**src/core/srh_pkg.sv**
```systemverilog
package srh_pkg;

  // Register widths and error queue depth.
  localparam int COND_W  = 16;
  localparam int BYTE_W  = 8;
  localparam int ERR_W   = 16;
  localparam int ERR_DEPTH = 8;

  // Status byte bit positions.
  localparam int STB_EEQ_BIT  = 2;
  localparam int STB_IRREGULAR_SUMMARY_BIT = 3;
  localparam int STB_MAV_BIT  = 4;
  localparam int STB_ESB_BIT  = 5;
  localparam int STB_RQS_BIT  = 6;
  localparam int STB_NORMAL_OPS_SUMMARY_BIT = 7;

  // Standard event bit positions.
  localparam int SE_OPS_DONE_BIT  = 0;
  localparam int SE_QUERY_ERR_BIT = 2;
  localparam int SE_DEVICE_ERR_BIT = 3;
  localparam int SE_RUN_FAIL_BIT  = 4;
  localparam int SE_SYNTAX_ERR_BIT = 5;
  localparam int SE_POWERUP_BIT   = 7;

  // Implemented bits of each word; the others read as zero, except in the operation, questionable and standard enables.
  localparam logic [COND_W-1:0] NORMAL_OPS_SUMMARY_USED_MASK = 16'h0170;
  localparam logic [COND_W-1:0] IRREGULAR_SUMMARY_USED_MASK = 16'h7F7F;
  localparam logic [BYTE_W-1:0] STD_USED_MASK  = 8'hBD;
  localparam logic [BYTE_W-1:0] STB_SRE_MASK   = 8'hBC;

  // Values after reset.
  localparam logic [COND_W-1:0] RISE_FILTER_RST = 16'hFFFF;
  localparam logic [COND_W-1:0] FALL_FILTER_RST = 16'h0000;
  localparam logic [COND_W-1:0] ENABLE16_RST    = 16'h0000;
  localparam logic [BYTE_W-1:0] ENABLE8_RST     = 8'h00;
  localparam logic [BYTE_W-1:0] STD_EVENT_RST   = 8'h80;

  // Error queue codes, two's complement.
  localparam logic [ERR_W-1:0] ERR_OVERFLOW_CODE = 16'hFEA2;
  localparam logic [ERR_W-1:0] ERR_NONE_CODE     = 16'h0000;

  typedef enum logic [4:0] {
    CMD_NONE          = 5'h00,
    CMD_RD_NORMAL_OPS_SUMMARY_COND  = 5'h01,
    CMD_RD_NORMAL_OPS_SUMMARY_EVT   = 5'h02,
    CMD_RD_NORMAL_OPS_SUMMARY_EN    = 5'h03,
    CMD_WR_NORMAL_OPS_SUMMARY_EN    = 5'h04,
    CMD_RD_NORMAL_OPS_SUMMARY_RISE  = 5'h05,
    CMD_WR_NORMAL_OPS_SUMMARY_RISE  = 5'h06,
    CMD_RD_NORMAL_OPS_SUMMARY_FALL  = 5'h07,
    CMD_WR_NORMAL_OPS_SUMMARY_FALL  = 5'h08,
    CMD_RD_IRREGULAR_SUMMARY_COND  = 5'h09,
    CMD_RD_IRREGULAR_SUMMARY_EVT   = 5'h0A,
    CMD_RD_IRREGULAR_SUMMARY_EN    = 5'h0B,
    CMD_WR_IRREGULAR_SUMMARY_EN    = 5'h0C,
    CMD_RD_IRREGULAR_SUMMARY_RISE  = 5'h0D,
    CMD_WR_IRREGULAR_SUMMARY_RISE  = 5'h0E,
    CMD_RD_IRREGULAR_SUMMARY_FALL  = 5'h0F,
    CMD_WR_IRREGULAR_SUMMARY_FALL  = 5'h10,
    CMD_RD_STD_EVT    = 5'h11,
    CMD_RD_STD_EN     = 5'h12,
    CMD_WR_STD_EN     = 5'h13,
    CMD_RD_SRE        = 5'h14,
    CMD_WR_SRE        = 5'h15,
    CMD_RD_STB        = 5'h16,
    CMD_SERIAL_POLL   = 5'h17,
    CMD_RD_ERROR      = 5'h18,
    CMD_CLEAR_STATUS  = 5'h19
  } srh_cmd_t;

  typedef struct packed {
    logic measActive;
    logic awaitAcquireTrigger;
    logic awaitTransientTrigger;
    logic constantVoltageMode;
  } srh_normal_ops_summary_cond_t;

  typedef struct packed {
    logic overvoltageTrip;
    logic overcurrentTrip;
    logic hardwareFault;
    logic lowVoltage;
    logic overtempTrip;
    logic ioInactivityTrip;
    logic externalBlockActive;
    logic calibrationFail;
    logic overpowerTrip;
    logic peakCurrentClamp;
    logic powerClamp;
    logic effectiveCurrentClamp;
    logic senseFault;
    logic meterOverrange;
  } srh_irregular_summary_cond_t;

  typedef struct packed {
    logic opsDoneFlag;
    logic queryError;
    logic deviceError;
    logic runFailure;
    logic syntaxError;
  } srh_std_evt_t;

  typedef struct packed {
    logic              valid;
    srh_cmd_t          cmd;
    logic [COND_W-1:0] wdata;
  } srh_req_t;

  typedef struct packed {
    logic              valid;
    logic [COND_W-1:0] data;
  } srh_rsp_t;

endpackage : srh_pkg

```
**src/core/srh_err_queue.sv**
```systemverilog
`timescale 1ns/1ps
module srh_err_queue #(
  parameter int WIDTH = srh_pkg::ERR_W,
  parameter int DEPTH = srh_pkg::ERR_DEPTH
) (
  // Clock and reset.
  input  wire logic             mclk,
  input  wire logic             rst_b,
  // Store and remove.
  input  wire logic             push,
  input  wire logic [WIDTH-1:0] pushCode,
  input  wire logic             pop,
  input  wire logic             flush,
  // State.
  output logic      [WIDTH-1:0] headCode,
  output logic                  notEmpty
);
  import srh_pkg::*;

  localparam int PW = $clog2(DEPTH);
  localparam int CW = $clog2(DEPTH + 1);
  localparam logic [CW-1:0] FULL_CNT = CW'(DEPTH);

  logic [WIDTH-1:0] mem [DEPTH];
  logic [PW-1:0]    rdPtr_ff, wrPtr_ff, nxt_rdPtr, nxt_wrPtr;
  logic [CW-1:0]    count_ff, nxt_count;
  logic             wrEn;
  logic [PW-1:0]    wrAddr;
  logic [WIDTH-1:0] wrData;
  logic             full;
  logic             doPop;

  assign full     = (count_ff == FULL_CNT);
  assign notEmpty = (count_ff != '0);
  assign headCode = mem[rdPtr_ff];
  assign doPop    = pop && notEmpty;

  always_comb begin
    nxt_rdPtr = rdPtr_ff;
    nxt_wrPtr = wrPtr_ff;
    nxt_count = count_ff;
    wrEn      = 1'b0;
    wrAddr    = wrPtr_ff;
    wrData    = pushCode;
    if (flush) begin
      nxt_rdPtr = '0;
      nxt_wrPtr = '0;
      nxt_count = '0;
    end else begin
      if (doPop) begin
        nxt_rdPtr = rdPtr_ff + 1'b1;
      end
      if (push && (!full || doPop)) begin
        wrEn      = 1'b1;
        nxt_wrPtr = wrPtr_ff + 1'b1;
      end else if (push) begin
        // A full queue keeps its oldest entries; the newest becomes the overflow code.
        wrEn   = 1'b1;
        wrAddr = wrPtr_ff - 1'b1;
        wrData = ERR_OVERFLOW_CODE;
      end
      nxt_count = count_ff + CW'(wrEn && (nxt_wrPtr != wrPtr_ff)) - CW'(doPop);
    end
  end

  always_ff @(posedge mclk or negedge rst_b) begin
    if (!rst_b) begin
      rdPtr_ff <= '0;
      wrPtr_ff <= '0;
      count_ff <= '0;
    end else begin
      rdPtr_ff <= nxt_rdPtr;
      wrPtr_ff <= nxt_wrPtr;
      count_ff <= nxt_count;
    end
  end

  always_ff @(posedge mclk) begin
    if (wrEn) begin
      mem[wrAddr] <= wrData;
    end
  end
endmodule : srh_err_queue

```
**src/core/srh_status_core.sv**
```systemverilog
// Functional notes
// - Status bit 7 ORs enabled operation events
// - Operation bits 4,5,6: measuring, awaiting triggers
// - Operation bit 8 set in constant voltage
// - Status bit 3 ORs enabled questionable events
// - Questionable bits 0,1,2,4: protection shutdowns
// - Questionable bits 3,5,6: low voltage, watchdog, inhibit
// - Questionable bits 8..14 limits and faults; 7,15 zero
// - Standard event register read-only, cleared on read
// - Standard bit 0 when all operations done
// - Standard bit 2 on query errors
// - Standard bits 3,4,5 errors; 1,6 zero
// - Standard bit 7 set at power-up
// - Status bits 0 and 1 read zero
// - Status bit 2 while error queue nonempty
// - Status bit 4 while replies await
// - Status bit 5 ORs enabled standard events
// - Live summary ORs status bits with enables
// - Status query returns live summary, no side effects
// - Service request drives line, latches bit 6
// - Serial poll returns and clears latched request
// - Error queue FIFO, overflow replaces newest entry
// - Condition words live, read without side effect
// - Event bits latch transitions until read
// - Rise and fall filters select reported edges
// - Enable registers keep written values; the service request enable drops bits 0,1,6
`timescale 1ns/1ps
module srh_status_core #(
  parameter int ERR_DEPTH = srh_pkg::ERR_DEPTH
) (
  // Clock and reset.
  input  wire logic                    mclk,
  input  wire logic                    rst_b,
  // Condition sources.
  input  wire srh_pkg::srh_normal_ops_summary_cond_t operCond,
  input  wire srh_pkg::srh_irregular_summary_cond_t quesCond,
  input  wire srh_pkg::srh_std_evt_t   stdEvt,
  input  wire logic                    replyWaiting,
  // Error queue feed.
  input  wire logic                    errPush,
  input  wire logic [15:0]             errCode,
  // Controller requests and answers.
  input  wire srh_pkg::srh_req_t       req,
  output srh_pkg::srh_rsp_t            rsp,
  // Service request.
  output logic                         serviceRequestLine,
  output logic                         serviceSummaryLive
);
  import srh_pkg::*;

  ////////////////////////////////////////////////////////////////////////////////////////////////

  function automatic logic [COND_W-1:0] evalEvents(
    input logic [COND_W-1:0] cond,
    input logic [COND_W-1:0] prev,
    input logic [COND_W-1:0] rise,
    input logic [COND_W-1:0] fall
  );
    evalEvents = ((cond & ~prev & rise) | (~cond & prev & fall));
  endfunction : evalEvents

  logic [COND_W-1:0] operWord, quesWord;
  logic [COND_W-1:0] operPrev_ff, quesPrev_ff, operEvt_ff, quesEvt_ff;
  logic [COND_W-1:0] operEn_ff, quesEn_ff, operRise_ff, quesRise_ff, operFall_ff, quesFall_ff;
  logic [COND_W-1:0] nxt_operEvt, nxt_quesEvt, nxt_operEn, nxt_quesEn;
  logic [COND_W-1:0] nxt_operRise, nxt_quesRise, nxt_operFall, nxt_quesFall;
  logic [COND_W-1:0] operHit, quesHit;
  logic [BYTE_W-1:0] stdEvt_ff, nxt_stdEvt, stdEn_ff, nxt_stdEn, sre_ff, nxt_sre;
  logic [BYTE_W-1:0] stdSet, stbWord;
  logic              rqs_ff, nxt_rqs, mssPrev_ff, service_summary_live, mssRise;
  logic              errNotEmpty, errPop, clearAll;
  logic [15:0]       errHead;
  srh_rsp_t          rsp_ff, nxt_rsp;
  logic              isCmd;

  ////////////////////////////////////////////////////////////////////////////////////////////////
  // Live condition words.

  assign operWord = {7'h00, operCond.constantVoltageMode, 1'b0,
                     operCond.awaitTransientTrigger, operCond.awaitAcquireTrigger,
                     operCond.measActive, 4'h0};
  assign quesWord = {1'b0, quesCond.meterOverrange, quesCond.senseFault,
                     quesCond.effectiveCurrentClamp, quesCond.powerClamp,
                     quesCond.peakCurrentClamp, quesCond.overpowerTrip,
                     quesCond.calibrationFail, 1'b0,
                     quesCond.externalBlockActive, quesCond.ioInactivityTrip,
                     quesCond.overtempTrip, quesCond.lowVoltage,
                     quesCond.hardwareFault, quesCond.overcurrentTrip,
                     quesCond.overvoltageTrip};

  assign operHit = evalEvents(operWord, operPrev_ff, operRise_ff, operFall_ff);
  assign quesHit = evalEvents(quesWord, quesPrev_ff, quesRise_ff, quesFall_ff);

  // Each standard event pulse sets its own bit of the latch.
  assign stdSet = (BYTE_W'(stdEvt.opsDoneFlag) << SE_OPS_DONE_BIT)
                | (BYTE_W'(stdEvt.queryError)  << SE_QUERY_ERR_BIT)
                | (BYTE_W'(stdEvt.deviceError) << SE_DEVICE_ERR_BIT)
                | (BYTE_W'(stdEvt.runFailure)  << SE_RUN_FAIL_BIT)
                | (BYTE_W'(stdEvt.syntaxError) << SE_SYNTAX_ERR_BIT);

  ////////////////////////////////////////////////////////////////////////////////////////////////
  // Status byte and service request.

  always_comb begin
    stbWord                = 8'h00;
    stbWord[STB_NORMAL_OPS_SUMMARY_BIT]  = |(operEvt_ff & operEn_ff);
    stbWord[STB_RQS_BIT]   = rqs_ff;
    stbWord[STB_ESB_BIT]   = |(stdEvt_ff & stdEn_ff);
    stbWord[STB_MAV_BIT]   = replyWaiting;
    stbWord[STB_IRREGULAR_SUMMARY_BIT]  = |(quesEvt_ff & quesEn_ff);
    stbWord[STB_EEQ_BIT]   = errNotEmpty;
  end

  assign service_summary_live                = |(stbWord & sre_ff & STB_SRE_MASK);
  assign mssRise            = service_summary_live && !mssPrev_ff;
  assign serviceSummaryLive = service_summary_live;
  assign serviceRequestLine = rqs_ff;
  assign rsp                = rsp_ff;

  ////////////////////////////////////////////////////////////////////////////////////////////////
  // Request handling and register updates.

  assign isCmd    = req.valid;
  assign clearAll = isCmd && (req.cmd == CMD_CLEAR_STATUS);
  assign errPop   = isCmd && (req.cmd == CMD_RD_ERROR);

  always_comb begin
    nxt_operEn   = operEn_ff;
    nxt_quesEn   = quesEn_ff;
    nxt_operRise = operRise_ff;
    nxt_quesRise = quesRise_ff;
    nxt_operFall = operFall_ff;
    nxt_quesFall = quesFall_ff;
    nxt_stdEn    = stdEn_ff;
    nxt_sre      = sre_ff;
    nxt_operEvt  = operEvt_ff;
    nxt_quesEvt  = quesEvt_ff;
    nxt_stdEvt   = stdEvt_ff;
    nxt_rqs      = rqs_ff;
    nxt_rsp      = '0;
    if (isCmd) begin
      nxt_rsp.valid = 1'b1;
      case (req.cmd)
        CMD_RD_NORMAL_OPS_SUMMARY_COND: nxt_rsp.data = operWord;
        CMD_RD_NORMAL_OPS_SUMMARY_EVT: begin
          nxt_rsp.data = operEvt_ff;
          nxt_operEvt  = '0;
        end
        CMD_RD_NORMAL_OPS_SUMMARY_EN:   nxt_rsp.data = operEn_ff;
        CMD_WR_NORMAL_OPS_SUMMARY_EN:   nxt_operEn   = req.wdata;
        CMD_RD_NORMAL_OPS_SUMMARY_RISE: nxt_rsp.data = operRise_ff;
        CMD_WR_NORMAL_OPS_SUMMARY_RISE: nxt_operRise = req.wdata & NORMAL_OPS_SUMMARY_USED_MASK;
        CMD_RD_NORMAL_OPS_SUMMARY_FALL: nxt_rsp.data = operFall_ff;
        CMD_WR_NORMAL_OPS_SUMMARY_FALL: nxt_operFall = req.wdata & NORMAL_OPS_SUMMARY_USED_MASK;
        CMD_RD_IRREGULAR_SUMMARY_COND: nxt_rsp.data = quesWord;
        CMD_RD_IRREGULAR_SUMMARY_EVT: begin
          nxt_rsp.data = quesEvt_ff;
          nxt_quesEvt  = '0;
        end
        CMD_RD_IRREGULAR_SUMMARY_EN:   nxt_rsp.data = quesEn_ff;
        CMD_WR_IRREGULAR_SUMMARY_EN:   nxt_quesEn   = req.wdata;
        CMD_RD_IRREGULAR_SUMMARY_RISE: nxt_rsp.data = quesRise_ff;
        CMD_WR_IRREGULAR_SUMMARY_RISE: nxt_quesRise = req.wdata & IRREGULAR_SUMMARY_USED_MASK;
        CMD_RD_IRREGULAR_SUMMARY_FALL: nxt_rsp.data = quesFall_ff;
        CMD_WR_IRREGULAR_SUMMARY_FALL: nxt_quesFall = req.wdata & IRREGULAR_SUMMARY_USED_MASK;
        CMD_RD_STD_EVT: begin
          nxt_rsp.data = {8'h00, stdEvt_ff};
          nxt_stdEvt   = '0;
        end
        CMD_RD_STD_EN:    nxt_rsp.data = {8'h00, stdEn_ff};
        CMD_WR_STD_EN:    nxt_stdEn    = req.wdata[BYTE_W-1:0];
        CMD_RD_SRE:       nxt_rsp.data = {8'h00, sre_ff};
        CMD_WR_SRE:       nxt_sre      = req.wdata[BYTE_W-1:0] & STB_SRE_MASK;
        CMD_RD_STB: begin
          nxt_rsp.data = {8'h00, stbWord};
          nxt_rsp.data[STB_RQS_BIT] = service_summary_live;
        end
        CMD_SERIAL_POLL: begin
          nxt_rsp.data = {8'h00, stbWord};
          nxt_rqs      = 1'b0;
        end
        CMD_RD_ERROR:     nxt_rsp.data = errNotEmpty ? errHead : ERR_NONE_CODE;
        CMD_CLEAR_STATUS: begin
          nxt_operEvt = '0;
          nxt_quesEvt = '0;
          nxt_stdEvt  = '0;
        end
        default:          nxt_rsp.valid = 1'b0;
      endcase
    end
    // New events are applied after any clear so that a set in the same cycle wins.
    nxt_operEvt = (nxt_operEvt | operHit) & NORMAL_OPS_SUMMARY_USED_MASK;
    nxt_quesEvt = (nxt_quesEvt | quesHit) & IRREGULAR_SUMMARY_USED_MASK;
    nxt_stdEvt  = (nxt_stdEvt | stdSet) & STD_USED_MASK;
    nxt_rqs     = nxt_rqs | mssRise;
  end

  always_ff @(posedge mclk or negedge rst_b) begin
    if (!rst_b) begin
      operPrev_ff <= '0;
      quesPrev_ff <= '0;
      operEvt_ff  <= '0;
      quesEvt_ff  <= '0;
      operEn_ff   <= ENABLE16_RST;
      quesEn_ff   <= ENABLE16_RST;
      operRise_ff <= RISE_FILTER_RST & NORMAL_OPS_SUMMARY_USED_MASK;
      quesRise_ff <= RISE_FILTER_RST & IRREGULAR_SUMMARY_USED_MASK;
      operFall_ff <= FALL_FILTER_RST;
      quesFall_ff <= FALL_FILTER_RST;
      stdEvt_ff   <= STD_EVENT_RST;
      stdEn_ff    <= ENABLE8_RST;
      sre_ff      <= ENABLE8_RST;
      rqs_ff      <= 1'b0;
      mssPrev_ff  <= 1'b0;
      rsp_ff      <= '0;
    end else begin
      operPrev_ff <= operWord;
      quesPrev_ff <= quesWord;
      operEvt_ff  <= nxt_operEvt;
      quesEvt_ff  <= nxt_quesEvt;
      operEn_ff   <= nxt_operEn;
      quesEn_ff   <= nxt_quesEn;
      operRise_ff <= nxt_operRise;
      quesRise_ff <= nxt_quesRise;
      operFall_ff <= nxt_operFall;
      quesFall_ff <= nxt_quesFall;
      stdEvt_ff   <= nxt_stdEvt;
      stdEn_ff    <= nxt_stdEn;
      sre_ff      <= nxt_sre;
      rqs_ff      <= nxt_rqs;
      mssPrev_ff  <= service_summary_live;
      rsp_ff      <= nxt_rsp;
    end
  end

  srh_err_queue #(
    .WIDTH (ERR_W),
    .DEPTH (ERR_DEPTH)
  ) u_err_queue (
    .mclk     (mclk),
    .rst_b    (rst_b),
    .push     (errPush),
    .pushCode (errCode),
    .pop      (errPop),
    .flush    (clearAll),
    .headCode (errHead),
    .notEmpty (errNotEmpty)
  );
endmodule : srh_status_core
```
**config.mk**
```make
export PLATFORM = sky130hd
export DESIGN_NAME = srh_status_core
export DESIGN_NICKNAME = d
export VERILOG_FILES = /design/src/core/srh_pkg.sv /design/src/core/srh_err_queue.sv /design/src/core/srh_status_core.sv
export SDC_FILE = /design/constraint.sdc
export NUM_CORES = 1
export LEC_CHECK = 0
export BUFFER_PORTS_ARGS = -buffer_cell sky130_fd_sc_hd__buf_2
export CORE_ASPECT_RATIO = 1.5
export CORE_MARGIN = 10
export CORE_UTILIZATION = 40
export CTS_CLUSTER_SIZE = 20
export DETAILED_ROUTE_END_ITERATION = 10
export PLACE_DENSITY_LB_ADDON = 0.3
export SLEW_MARGIN = 15
export SYNTH_ARGS = -nofsm -noshare
export SYNTH_HDL_FRONTEND = slang
export SYNTH_SLANG_ARGS = --single-unit
```
**constraint.sdc**
```tcl
create_clock -name mclk -period 3.9 [get_ports mclk]
set_clock_uncertainty 0.1 [all_clocks]
set_input_delay 0.585 -clock mclk [delete_from_list [all_inputs] [get_ports mclk]]
set_output_delay 0.585 -clock mclk [all_outputs]
set_load 0.1 [all_outputs]
```
== Word-level counts from Yosys, hierarchy flattened ==
Memory sizes are Yosys's and may differ from the RTL's.
Index checks and enable logic that the tools add are counted.
Operators by class
  $add $sub $neg: 5
  eq/ne operators: 27
  muxes and demuxes: 30
  bitwise operators: 26
  reductions and logical operators: 27
Operators by type and width (number)
  $pmux 16 s16: 1
  $mux 16: 4
  $and 15x15->15: 4
  $eq 5x5->1 const B: 10
  $eq 5x4->1 const B: 8
  $and 9x9->9: 4
  $reduce_or 16->1: 2
  $mux 15: 2
  $not 15->15: 2
  $or 15x15->15: 2
  $reduce_or 25->1: 1
  $mux 3: 8
  $eq 5x3->1 const B: 4
  $mux 9: 2
  $not 9->9: 2
  $or 9x9->9: 2
  $mux 17: 1
  $and 15x16->16: 1
  $and 8x8->8: 2
  $and 9x16->16: 1
  $mux 8: 2
  $reduce_and 2->1: 8
  $eq 5x2->1 const B: 2
  $mux 1: 9
  other kinds (22): 31
Storage, ports and cells
  flip-flop bits (word level): 152
  bits in writable memories: 128
  bits of input ports: 65
  output and inout bits: 19
  word-level logic and storage cells: 136
  memories kept: 1
Memory list
  u_err_queue.mem: depth 8, bits a word 16, read ports 1, clocked after memory_dff 0, write ports 1, RTL line srh_err_queue.sv:24  | logic [WIDTH-1:0] mem [DEPTH];

== Logic depth before layout (Yosys ltp) ==
Gate-level depths: netlist of the first run.
  depth in word-level cells: 12
  depth in mapped cells: 11
  mapped depth without buffers: 11

== Cells and area by module ==
Synthesis of the first run repeated with hierarchy kept, for this count alone.
Unflattened totals
  cells, all modules: 822
  area, all modules: 12468.2 um^2
By module, submodules not included
  srh_status_core: times used 1, cells each 518, area each 6572.6 um^2, seq. area each 3577.2 um^2
  srh_err_queue: times used 1, cells each 304, area each 5895.7 um^2, seq. area each 4093.9 um^2

== Least setup slack after synthesis of the first run ==
OpenSTA, ideal clock, no wires.
  path type: input port to flip-flop
  start point: input req[16] (netlist bit)
  end point: memory u_err_queue.mem[0][0] (netlist bit), enable pin
  setup time: 409 ps
  data arrival time: 3043 ps
  required time: 3391 ps
  slack: 348 ps
  stages: 6
  path buffers: 1
  path through: or4b_4 -> o311ai_4 -> or2_4 -> buf_6 -> a31oi_1 -> nor3_1
On the way
  cells in the longest elaborated chain, start to end: 10
  elaborated cells on any way between the ends: 14
  classes of those cells: eq/ne (2); mux (7); reduce/logical (5)
RTL lines
  start: declaration: RTL line srh_status_core.sv:43  | input wire srh_pkg::srh_req_t req,
  $eq 5x5->1: RTL line srh_status_core.sv:125  | assign errPop = isCmd && (req.cmd == CMD_RD_ERROR);
  $logic_and 1x1->1: RTL line srh_status_core.sv:125
  $logic_and 1x1->1: RTL line srh_err_queue.sv:36  | assign doPop = pop && notEmpty;
  $logic_or 1x1->1: RTL line srh_err_queue.sv:53  | if (push && (!full || doPop)) begin
  $logic_and 1x1->1: RTL line srh_err_queue.sv:53
  $mux 1: RTL line srh_err_queue.sv:53
  $mux 1 (2 in a row): RTL line srh_err_queue.sv:45  | if (flush) begin
  $mux 1: RTL line srh_err_queue.sv:79  | if (wrEn) begin
  $mux 1 (not written as such): RTL line srh_err_queue.sv:80  | mem[wrAddr] <= wrData;
  end: declaration: RTL line srh_err_queue.sv:24
Several ways; a longest one is shown, not always the timed one. The select of a mux whose other input is x is not followed.

== Final worst setup path of the first run ==
  start point: register u_err_queue.count_ff[2]
  end point: output serviceSummaryLive
On the way
  cells in the longest elaborated chain, start to end: 3
RTL lines
  start: declaration: RTL line srh_err_queue.sv:26  | logic [CW-1:0] count_ff, nxt_count;
  start signal: assignment: RTL line srh_err_queue.sv:74  | count_ff <= nxt_count;
  $reduce_bool 4->1: RTL line srh_err_queue.sv:34  | assign notEmpty = (count_ff != '0);
  $and 8x8->8: RTL line srh_status_core.sv:114  | assign service_summary_live = |(stbWord & sre_ff & STB_SRE_MASK);
  $reduce_or 5->1: RTL line srh_status_core.sv:114
  end: declaration: RTL line srh_status_core.sv:47  | output logic serviceSummaryLive
Every way passes these cells.

==> run summary, run 1 <==
===============================================================================================
Result of the run                                                                  complete, but fails checks
Violations in the final reports                                                     hold timing
Primary flip-flop cell chosen by synthesis mapping                                 sky130_fd_sc_hd__dfrtp_1
CTS tree                                                                                    yes
Required time reported for the critical path endpoint                                   3210 ps
Top cells by instance count after synthesis                                        133 x sky130_fd_sc_hd__dfrtp_1, 128 x sky130_fd_sc_hd__edfxtp_1, 94 x sky130_fd_sc_hd__mux2_2
Initial Util                                                                              40.5%
Number of antenna violations at the first check in global routing                             0
Cell area power density                                                              588 nW/um2
Post-Synth XOR/XNOR Area                                                                 0.501%
Average vias per placed instance                                                           5.56
Number of rows created at floorplan                                                          78
Synth async-reset ratio                                                                   54.3%
Detailed-route wire length per cell                                                     22.6 um
I/O pin count                                                                                84
Via count of the first global-routing pass                                                8,034
Number of search-and-repair iterations in the first detailed-routing pass                     5
TNS Setup                                                                                  0 ps
Clock Sinks                                                                                 280
Proportion of netlist area held by the largest area contributor                           31.4%
Worst Path Class, Setup                                                            flip-flop to primary output
Critical path launch point type                                                       flip-flop
Type of the worst min-delay path                                                   input port to async pin
Post-Synth Adder-Cell Area                                                                1.08%
Antenna-violating nets left                                                                   0
Number of antenna repair diodes                                                               0
Area of the die                                                                      38,200 um2
Buffers inserted during post-CTS setup optimization                                           0
Cell variety after synth                                                                     67
Number of standard cells in the final layout excluding fillers                            1,370
Max-slew violation count                                                                      0
Clock latency reported for the late side of the worst-skew pair                          560 ps
First-pass GRT wire length                                                              48.5 mm
Cells taking the most area after synthesis                                         sky130_fd_sc_hd__edfxtp_1 31%, sky130_fd_sc_hd__dfrtp_1 27%, sky130_fd_sc_hd__mux2_2 8.6%, sky130_fd_sc_hd__mux4_2 6.3%, sky130_fd_sc_hd__dfstp_2 4.1%
Worst supply voltage drop on vdd                                                       0.330 mV
Root Buffer Master                                                                 sky130_fd_sc_hd__clkbuf_16
Core Region                                                                          30,300 um2
Total cell area at the placement stage                                               13,300 um2
Worst-case clock buffer depth                                                                 3
Height of the chip                                                                       234 um
Die X                                                                                    163 um
Routability cong.                                                                         0.921
Power consumption                                                                       8.33 mW
DRT iter0 DRCs                                                                              501
Clock input transition at the sequential cells of the worst setup and hold paths          60 ps
Synth Area in Simple Gates                                                                9.52%
Headroom to the max-slew limit                                                            31.1%
Number of violations of the max-capacitance limit                                             0
Synthesized netlist net count                                                               920
Sequential-to-total area share from yosys stat                                            62.6%
Total CTS buffers                                                                            27
Unrepaired setup endpoints after global routing                                              no
Worst EP arrival                                                                        2850 ps
Hold buffer count at CTS                                                                      0
Clock period minus worst slack                                                          3540 ps
HPWL after DPL                                                                          21.5 mm
Share of post-route cells with drive strength above 1                                     33.4%
Final routed wirelength across all metal layers                                         30.9 mm
Nature of the critical path endpoint                                               primary output
Number of nets in the layout                                                              1,024
Final number of hold-violating endpoints                                                      4
Count of instances resized after the clock tree is built                                      0
Transition time at the pin with the least slew margin                                   1030 ps
Library cell with the largest summed area after synthesis                          sky130_fd_sc_hd__edfxtp_1
Pin count of the biggest net entering global routing                                         98
Drc violations                                                                                0
Post-synth design cell area                                                          12,200 um2
Number of enable flip-flop cells after synthesis                                            128
Overall via count from detail_route                                                       7,618
Portion of netlist area occupied by mux cells                                             16.2%
Hold slack final                                                                       -9.61 ps
Maximum clock frequency                                                                 283 MHz
Final setup violation count                                                                   0
Largest family of logic cells by synthesized area                                  multiplexers
Area added between synthesis and finish                                                   15.6%
Average footprint of a synthesized cell                                                14.5 um2
Maximum level of the CTS H-tree                                                               1
Synth Area in Compound Gates                                                              8.15%
# port buffers                                                                               83
Global-route usage over all layers                                                        16.5%
Synth Warn #                                                                                  0
Static power due to leakage                                                             5.42 nW
Cells after DPL                                                                           1,320
Number of standard cells after synthesis                                                    845
Peak fanout along the critical path                                                           4
Final standard cell area without fillers                                             14,200 um2
Leading cell type by number of instances after synthesis                           sky130_fd_sc_hd__dfrtp_1
Share of the clock period used by the worst path after layout                             90.7%
Flops & latches, synth                                                                      280
Residual overflow from global routing                                                         0
===============================================================================================
-- metrics by stage --
step                      util (%)  hold WS [ps]  setup slack, ps
final                         46.8         -9.61              362
after global routing          46.8          62.8              265
after CTS                     46.8          55.9              328
after detailed placement      43.9           355              787
after global placement        43.9           329              816
after floorplan                  -           189              348
-- layout make-up --
class	count	area, um2
fill	2698	16100
sequential	280	7670
multi-input combinational	511	4390
clock buffer	32	694
timing repair buffer	117	677
tap	400	500
clock inverter	18	179
inverter	12	45.0
-- power breakdown --
| part | total, mW | internal (mW) | leakage, nW | switching, mW |
|---|---|---|---|---|
| Sequential | 4.00 | 3.66 | 2.97 | 0.339 |
| Clock | 2.58 | 1.48 | 0.408 | 1.11 |
| Combinational | 1.74 | 0.801 | 2.03 | 0.940 |
-- kinds of logic (layout without fill, tap and decap cells) --
logic type               after synthesis  count (layout)
flip-flops                           280             280
AND/OR/NAND/NOR                      220             220
multiplexers                         143             143
AO/OA/AOI/OAI                        131             131
buffers and inverters                 54             179
adder cells (fa/ha/maj)               10              10
XOR/XNOR                               7               7
-- sequential cells by signal, summed over array words and instances, names as in the netlist --
| signal | flops |
|---|---|
| u_err_queue.count_ff | 4 |
| sre_ff | 5 |
| serviceRequestLine | 1 |
| rsp | 17 |
| stdEn_ff | 8 |
| operFall_ff | 4 |
| u_err_queue.mem | 128 |
| quesPrev_ff | 14 |
| quesFall_ff | 14 |
| quesEvt_ff | 14 |
| u_err_queue.rdPtr_ff | 3 |
| operEn_ff | 16 |
| operPrev_ff | 4 |
| quesEn_ff | 16 |
| quesRise_ff | 14 |
| mssPrev_ff | 1 |
| stdEvt_ff | 6 |
| u_err_queue.wrPtr_ff | 3 |
| operRise_ff | 4 |
| operEvt_ff | 4 |
-- cells in the final DEF (no fill, tap or decap), types with 8 or more instances in the layout --
cell type	synthesis	final
sky130_fd_sc_hd__mux2i_1	11	11
sky130_fd_sc_hd__nand3b_1	21	21
sky130_fd_sc_hd__mux2_2	94	94
sky130_fd_sc_hd__nor2_1	20	20
sky130_fd_sc_hd__buf_4	2	34
sky130_fd_sc_hd__mux4_2	34	34
sky130_fd_sc_hd__ha_1	9	9
sky130_fd_sc_hd__nand2b_1	17	17
sky130_fd_sc_hd__nor2b_1	8	8
sky130_fd_sc_hd__clkbuf_16	0	27
sky130_fd_sc_hd__o21ai_0	13	12
sky130_fd_sc_hd__dfstp_2	19	19
sky130_fd_sc_hd__a22oi_1	36	36
sky130_fd_sc_hd__a21o_1	8	8
sky130_fd_sc_hd__edfxtp_1	128	128
sky130_fd_sc_hd__nor3_1	20	11
sky130_fd_sc_hd__nor3_2	1	10
sky130_fd_sc_hd__a21oi_1	8	8
sky130_fd_sc_hd__nand2_1	90	90
sky130_fd_sc_hd__o211ai_1	18	18
sky130_fd_sc_hd__a41oi_1	12	12
sky130_fd_sc_hd__inv_1	12	12
sky130_fd_sc_hd__dfrtp_1	133	132
sky130_fd_sc_hd__buf_2	17	82
sky130_fd_sc_hd__and2_1	10	10
-- layer usage --
layer  routed length, um  global-route usage [%]  share of wire [%]  vias up
met1               11600                    18.7                 37     3856
met3                1520                    2.62                4.9       79
met4                1440                    8.22                4.6        0
li1                    -                       -                  -     3445
met2               16400                    29.5                 53      238
met5                   0                       0                  0        -
-- worst max-delay path: stages (launching register included) --
cell and delay [ps]:
sky130_fd_sc_hd__dfrtp_1 360, sky130_fd_sc_hd__inv_1 110, sky130_fd_sc_hd__ha_1 220, sky130_fd_sc_hd__or3b_2 510, sky130_fd_sc_hd__a22o_1 220, sky130_fd_sc_hd__a21o_1 170
sky130_fd_sc_hd__nor3_1 300, sky130_fd_sc_hd__inv_1 100, sky130_fd_sc_hd__buf_2 310
-- final timing paths --
| path | startpoint | end | slack, ps | cells after the start |
|---|---|---|---|---|
| min in group mclk | operCond[1] | operPrev_ff[6] | 80 | 1 |
| max in group asynchronous | rst_b | quesRise_ff[12] | 2750 | 2 |
| min reg2reg | quesPrev_ff[11] | quesEvt_ff[11] | 370 | 1 |
| max reg2reg | u_err_queue.count_ff[2] | rsp[6] | 900 | 7 |
| max | u_err_queue.count_ff[2] | serviceSummaryLive | 360 | 8 |
| min | rst_b | operEvt_ff[5] | -10 | 1 |
(Power assumes the default switching activity.)
==> inputs of run 2 (changes only) <==
--- a/config.mk
+++ b/config.mk
@@ -6,7 +6,6 @@
 export NUM_CORES = 1
 export LEC_CHECK = 0
 export BUFFER_PORTS_ARGS = -buffer_cell sky130_fd_sc_hd__buf_2
-export CORE_ASPECT_RATIO = 1.5
 export CORE_MARGIN = 10
 export CORE_UTILIZATION = 40
 export CTS_CLUSTER_SIZE = 20
==> run summary, run 2 (synthesized netlist as in run 1, its figures left out) <==
===============================================================================================
HPWL after DPL                                                                          22.1 mm
Number of antenna violations at the first check in global routing                             0
Reg-to-reg startpoint                                                              u_err_queue.count_ff[2]
I/O pin count                                                                                84
Maximum clock frequency                                                                 287 MHz
Maximum level of the CTS H-tree                                                               1
Headroom to the max-slew limit                                                            32.9%
Source of the critical timing path                                                 u_err_queue.count_ff[2]
First-pass GRT wire length                                                              48.3 mm
Final routed wirelength across all metal layers                                         31.3 mm
Delay-heaviest family, CP                                                          simple AND/OR/NAND/NOR gates
Root Buffer Master                                                                 sky130_fd_sc_hd__clkbuf_16
DRT iter0 DRCs                                                                              633
Number of search-and-repair iterations in the first detailed-routing pass                     5
Place WS                                                                                 646 ps
Routability cong.                                                                         0.864
Most flop-heavy register                                                           u_err_queue.mem
CTS tree                                                                                    yes
Area of the die                                                                      38,000 um2
Most frequent cells in the layout                                                  132 x sky130_fd_sc_hd__dfrtp_1, 128 x sky130_fd_sc_hd__edfxtp_1, 94 x sky130_fd_sc_hd__mux2_2, 90 x sky130_fd_sc_hd__nand2_1, 82 x sky130_fd_sc_hd__buf_2
Worst-case setup margin in the final layout                                              412 ps
Share of the clock period used by the worst path after layout                             89.4%
Transition time at the pin with the least slew margin                                   1000 ps
Core Region                                                                          30,400 um2
Number of flip-flops in the largest register                                                128
CP cell instances                                                                  inv_1 -> ha_1 -> or3b_2 -> a22o_1 -> a21o_1 -> nor3_1 -> inv_1 -> buf_2
Type of the worst min-delay path                                                   input port to async pin
Register-to-Register Setup Slack                                                        1020 ps
Worst supply voltage drop on vdd                                                       0.405 mV
Worst-case clock buffer depth                                                                 3
Result of the run                                                                  finished, final reports clean
Worst path slowest cell                                                            sky130_fd_sc_hd__or3b_2
Terminus of the critical flop-to-flop path                                         u_err_queue.count_ff[2]
Total CTS buffers                                                                            28
Required time reported for the critical path endpoint                                   3210 ps
Static power due to leakage                                                             5.47 nW
Buffers inserted during post-CTS setup optimization                                           0
Global-route usage over all layers                                                        16.1%
Clock period minus worst slack                                                          3490 ps
Worst EP arrival                                                                        2800 ps
Most common library cell in the layout ignoring fill and taps                      sky130_fd_sc_hd__dfrtp_1
Nature of the critical path endpoint                                               primary output
Clock latency reported for the late side of the worst-skew pair                          550 ps
Worst Path Class, Setup                                                            flip-flop to primary output
Hold buffer count at CTS                                                                      0
Average vias per placed instance                                                           5.59
Pin count of the biggest net entering global routing                                         93
Final setup violation count                                                                   0
Number of antenna repair diodes                                                               0
Height of the chip                                                                       195 um
Area added between synthesis and finish                                                   16.1%
Overall via count from detail_route                                                       7,661
Unrepaired setup endpoints after global routing                                              no
Residual overflow from global routing                                                         0
Cell area power density                                                              592 nW/um2
Final number of hold-violating endpoints                                                      0
Initial Util                                                                              40.3%
Share of post-route cells with drive strength above 1                                     33.6%
Power consumption                                                                       8.42 mW
Cell depth of the worst flop-to-flop path                                                    11
Antenna-violating nets left                                                                   0
Via count of the first global-routing pass                                                7,860
Die X                                                                                    195 um
Number of nets in the layout                                                              1,028
Detailed-route wire length per cell                                                     22.8 um
Count of buffer and inverter cells on the critical path                                       3
Number of violations of the max-capacitance limit                                             0
Clock input transition at the sequential cells of the worst setup and hold paths          60 ps
Count of instances resized after the clock tree is built                                      0
# port buffers                                                                               83
TNS Setup                                                                                  0 ps
Max-slew violation count                                                                      0
Peak fanout along the critical path                                                           4
Critical path launch point type                                                       flip-flop
Number of rows created at floorplan                                                          64
Peak per-stage delay on the critical path                                                500 ps
Cell mode on critical path                                                         sky130_fd_sc_hd__inv_1
Clock Sinks                                                                                 280
Drc violations                                                                                0
===============================================================================================
## run 2: changes by cell type in the layout (fill, tap and decap cells not counted), sizes merged
| cell | change |
|---|---|
| clkinv | -6 |
| inv | -1 |
| buf | +3 |
| bufinv | -2 |
| clkbuf | +15 |
| clkinvlp | -5 |
## run 2: final cells by class
cell class | instances | area, um2
Clock buffer | 47 | 863
Clock inverter | 4 | 43.8
Fill cell | 2705 | 16200
Inverter | 12 | 45.0
Multi-Input combinational cell | 511 | 4390
Sequential cell | 280 | 7670
Tap cell | 396 | 495
Timing Repair Buffer | 120 | 712
## run 2: where the power goes
group          total, mW  internal [mW]  switching [mW]  leakage (nW)
Combinational       1.76          0.818           0.941          2.05
Sequential          4.02           3.66           0.356          2.97
Clock               2.64           1.56            1.09         0.444
Total               8.42           6.04            2.38          5.47
## run 2: layer usage
layer  vias to the layer above  global-route usage (%)  part of all wire, %
met5                         -                       0                    0
met4                         0                    4.55                  2.7
met3                        54                    2.48                  4.5
met2                       193                    26.2                   49
met1                      3941                    21.8                   44
li1                       3473                       -                    -
## run 2: stage by stage
step	std cells	hold WS [ps]	cell area (um2)	util (%)
after floorplan	845	189	12200	-
after global placement	1319	326	13300	43.8
after detailed placement	1319	334	13300	43.8
after CTS	1370	46.9	14200	46.7
after global routing	1370	72.5	14200	46.7
final	1370	13.1	14200	46.7
## run 2: worst max path at each step
| stage | end | slack [ps] | depth (start not counted) |
|---|---|---|---|
| after CTS | serviceSummaryLive | 350 | 8 |
| after global routing | serviceSummaryLive | 240 | 8 |
| final | serviceSummaryLive | 410 | 8 |
| after floorplan | u_err_queue.mem[0][0] | 350 | 6 |
| after global placement | u_err_queue.mem[7][8] | 670 | 7 |
| after detailed placement | u_err_queue.mem[7][14] | 650 | 7 |
## run 2: worst reg2reg max path: cells and delay by family, from the launching register on
kind,cells,cell delay [ps]
flops,1,360
buf+inv,3,310
xor+xnor,1,150
fa+ha+maj,4,1100
simple gates,3,740
==> inputs of run 3 (changes only) <==
--- a/config.mk
+++ b/config.mk
@@ -7,9 +7,10 @@
 export LEC_CHECK = 0
 export BUFFER_PORTS_ARGS = -buffer_cell sky130_fd_sc_hd__buf_2
 export CORE_MARGIN = 10
-export CORE_UTILIZATION = 40
+export CORE_UTILIZATION = 25
 export CTS_CLUSTER_SIZE = 20
 export DETAILED_ROUTE_END_ITERATION = 10
+export GPL_TIMING_DRIVEN = 0
 export PLACE_DENSITY_LB_ADDON = 0.3
 export SLEW_MARGIN = 15
 export SYNTH_ARGS = -nofsm -noshare
==> run summary, run 3 (synthesized netlist as in run 1, its figures left out) <==
===============================================================================================
Area of the die                                                                      58,200 um2
Core Region                                                                          48,600 um2
HPWL after DPL                                                                          25.7 mm
Proportion of power drawn by combinational gates                                          21.6%
# port buffers                                                                               83
Height of the chip                                                                       241 um
Worst-case clock buffer depth                                                                 3
Most flop-heavy register                                                           u_err_queue.mem
Number of flip-flops in the largest register                                                128
Cells after DPL                                                                           1,567
Residual overflow from global routing                                                         0
Required time reported for the critical path endpoint                                   3210 ps
Number of search-and-repair iterations in the first detailed-routing pass                     5
Worst Path Class, Setup                                                            flip-flop to primary output
Internal power contribution                                                             6.11 mW
Overall via count from detail_route                                                       7,849
Total cell area at the placement stage                                               13,600 um2
Switching pwr                                                                           2.51 mW
Worst EP arrival                                                                        2840 ps
Transition time at the pin with the least slew margin                                   1290 ps
Place WS                                                                                 470 ps
Final standard cell area without fillers                                             14,600 um2
Final number of hold-violating endpoints                                                      0
Routability cong.                                                                         0.902
Number of antenna repair diodes                                                               0
Final routed wirelength across all metal layers                                         35.1 mm
Global-route usage over all layers                                                        12.0%
Number of antenna violations at the first check in global routing                             2
Maximum level of the CTS H-tree                                                               1
Share of post-route cells with drive strength above 1                                     33.0%
Final setup violation count                                                                   0
Die X                                                                                    241 um
Unrepaired setup endpoints after global routing                                              no
Initial Util                                                                              25.2%
Total CTS buffers                                                                            29
Root Buffer Master                                                                 sky130_fd_sc_hd__clkbuf_16
Type of the worst min-delay path                                                   input port to flip-flop
Drc violations                                                                                0
Clock Sinks                                                                                 280
Static power due to leakage                                                             5.52 nW
Power consumption                                                                       8.62 mW
Power share of the clock group                                                            32.6%
Headroom to the max-slew limit                                                            13.6%
Pin count of the biggest net entering global routing                                        103
Average vias per placed instance                                                           4.85
Part of the total power dissipated in sequential elements                                 45.8%
Area added between synthesis and finish                                                   19.3%
Switching part of the total power                                                         29.1%
Number of standard cells in the final layout excluding fillers                            1,620
CTS tree                                                                                    yes
Number of rows created at floorplan                                                          81
Share of the clock period used by the worst path after layout                             90.5%
Maximum clock frequency                                                                 283 MHz
Antenna-violating nets left                                                                   0
Critical path launch point type                                                       flip-flop
Max-slew violation count                                                                      0
I/O pin count                                                                                84
Clock period minus worst slack                                                          3530 ps
Number of nets in the layout                                                              1,052
Most common library cell in the layout ignoring fill and taps                      sky130_fd_sc_hd__dfrtp_1
Clock input transition at the sequential cells of the worst setup and hold paths          60 ps
DRT iter0 DRCs                                                                              714
First-pass GRT wire length                                                              52.7 mm
Cell area power density                                                              590 nW/um2
Worst-case setup margin in the final layout                                              371 ps
Peak fanout along the critical path                                                           4
Via count of the first global-routing pass                                                8,019
Number of violations of the max-capacitance limit                                             0
Count of instances resized after the clock tree is built                                      0
Detailed-route wire length per cell                                                     21.7 um
Clock latency reported for the late side of the worst-skew pair                          570 ps
Most frequent cells in the layout                                                  133 x sky130_fd_sc_hd__dfrtp_1, 128 x sky130_fd_sc_hd__edfxtp_1, 99 x sky130_fd_sc_hd__buf_2, 94 x sky130_fd_sc_hd__mux2_2, 90 x sky130_fd_sc_hd__nand2_1
Worst supply voltage drop on vdd                                                       0.348 mV
Nature of the critical path endpoint                                               primary output
Result of the run                                                                  finished, final reports clean
Filler cells                                                                              4,962
===============================================================================================
## run 3: final cells by class
type,instances,area (um2),area share [%]
clock buffers,35,778,5.33
repair buffers,101,583,3.99
clock inverters,17,178,1.22
well taps,622,778,5.33
inverters,12,45.0,0.308
multi-input cells,511,4390,30.0
plain buffers,42,194,1.33
flip-flops and latches,280,7670,52.5
## run 3: power by group through the flow
stage | sequential, mW | clock [mW] | combinational, mW
floorplan | 3.94 | 0 | 1.26
global placement | 4.00 | 0 | 1.78
detailed placement | 4.00 | 0 | 1.89
CTS | 3.94 | 2.87 | 1.90
global route | 4.00 | 3.00 | 2.05
finish | 3.95 | 2.81 | 1.86
## run 3: through the flow
step	util [%]	hold slack, ps	TNS (ps)
final	30.0	49.7	0
after global routing	30.0	35.0	0
after CTS	30.0	31.2	0
after detailed placement	28.1	336	0
after global placement	27.6	325	-176360
after floorplan	-	189	0
## run 3: path summary, 6_finish.rpt
path | startpoint | end | slack, ps | depth (start not counted)
setup / recovery | u_err_queue.count_ff[2] | serviceSummaryLive | 370 | 8
max in group asynchronous | rst_b | quesRise_ff[1] | 2410 | 3
hold / removal | quesCond[5] | quesPrev_ff[9] | 50 | 1
setup reg to reg | u_err_queue.count_ff[2] | u_err_queue.count_ff[2] | 1080 | 10
hold reg to reg | mssPrev_ff | serviceRequestLine | 340 | 1
min in group asynchronous | rst_b | operPrev_ff[5] | 420 | 2
## run 3: critical path: stages (launching register included)
cell and delay [ps]:
sky130_fd_sc_hd__dfrtp_1 360, sky130_fd_sc_hd__inv_1 100, sky130_fd_sc_hd__ha_1 220, sky130_fd_sc_hd__or3b_2 520
sky130_fd_sc_hd__a22o_1 220, sky130_fd_sc_hd__a21o_1 180, sky130_fd_sc_hd__nor3_1 280, sky130_fd_sc_hd__inv_1 90
sky130_fd_sc_hd__buf_2 310
## run 3: what timing repair did
item / 4_1_cts / 5_1_grt
hold buffers: 1 / 0
buffers inserted: 0 / 0
endpoints found under the setup margin: 0 / 0
hold endpoints to repair: 45 / 0
## run 3: metal layers
metal | vias up | GRT usage (%) | wire length, um
met1 | 4072 | 16.4 | 15900
met3 | 53 | 2.51 | 2010
met4 | 2 | 2.82 | 740
met2 | 216 | 19.2 | 16500
li1 | 3506 | - | -
met5 | - | 0 | 17
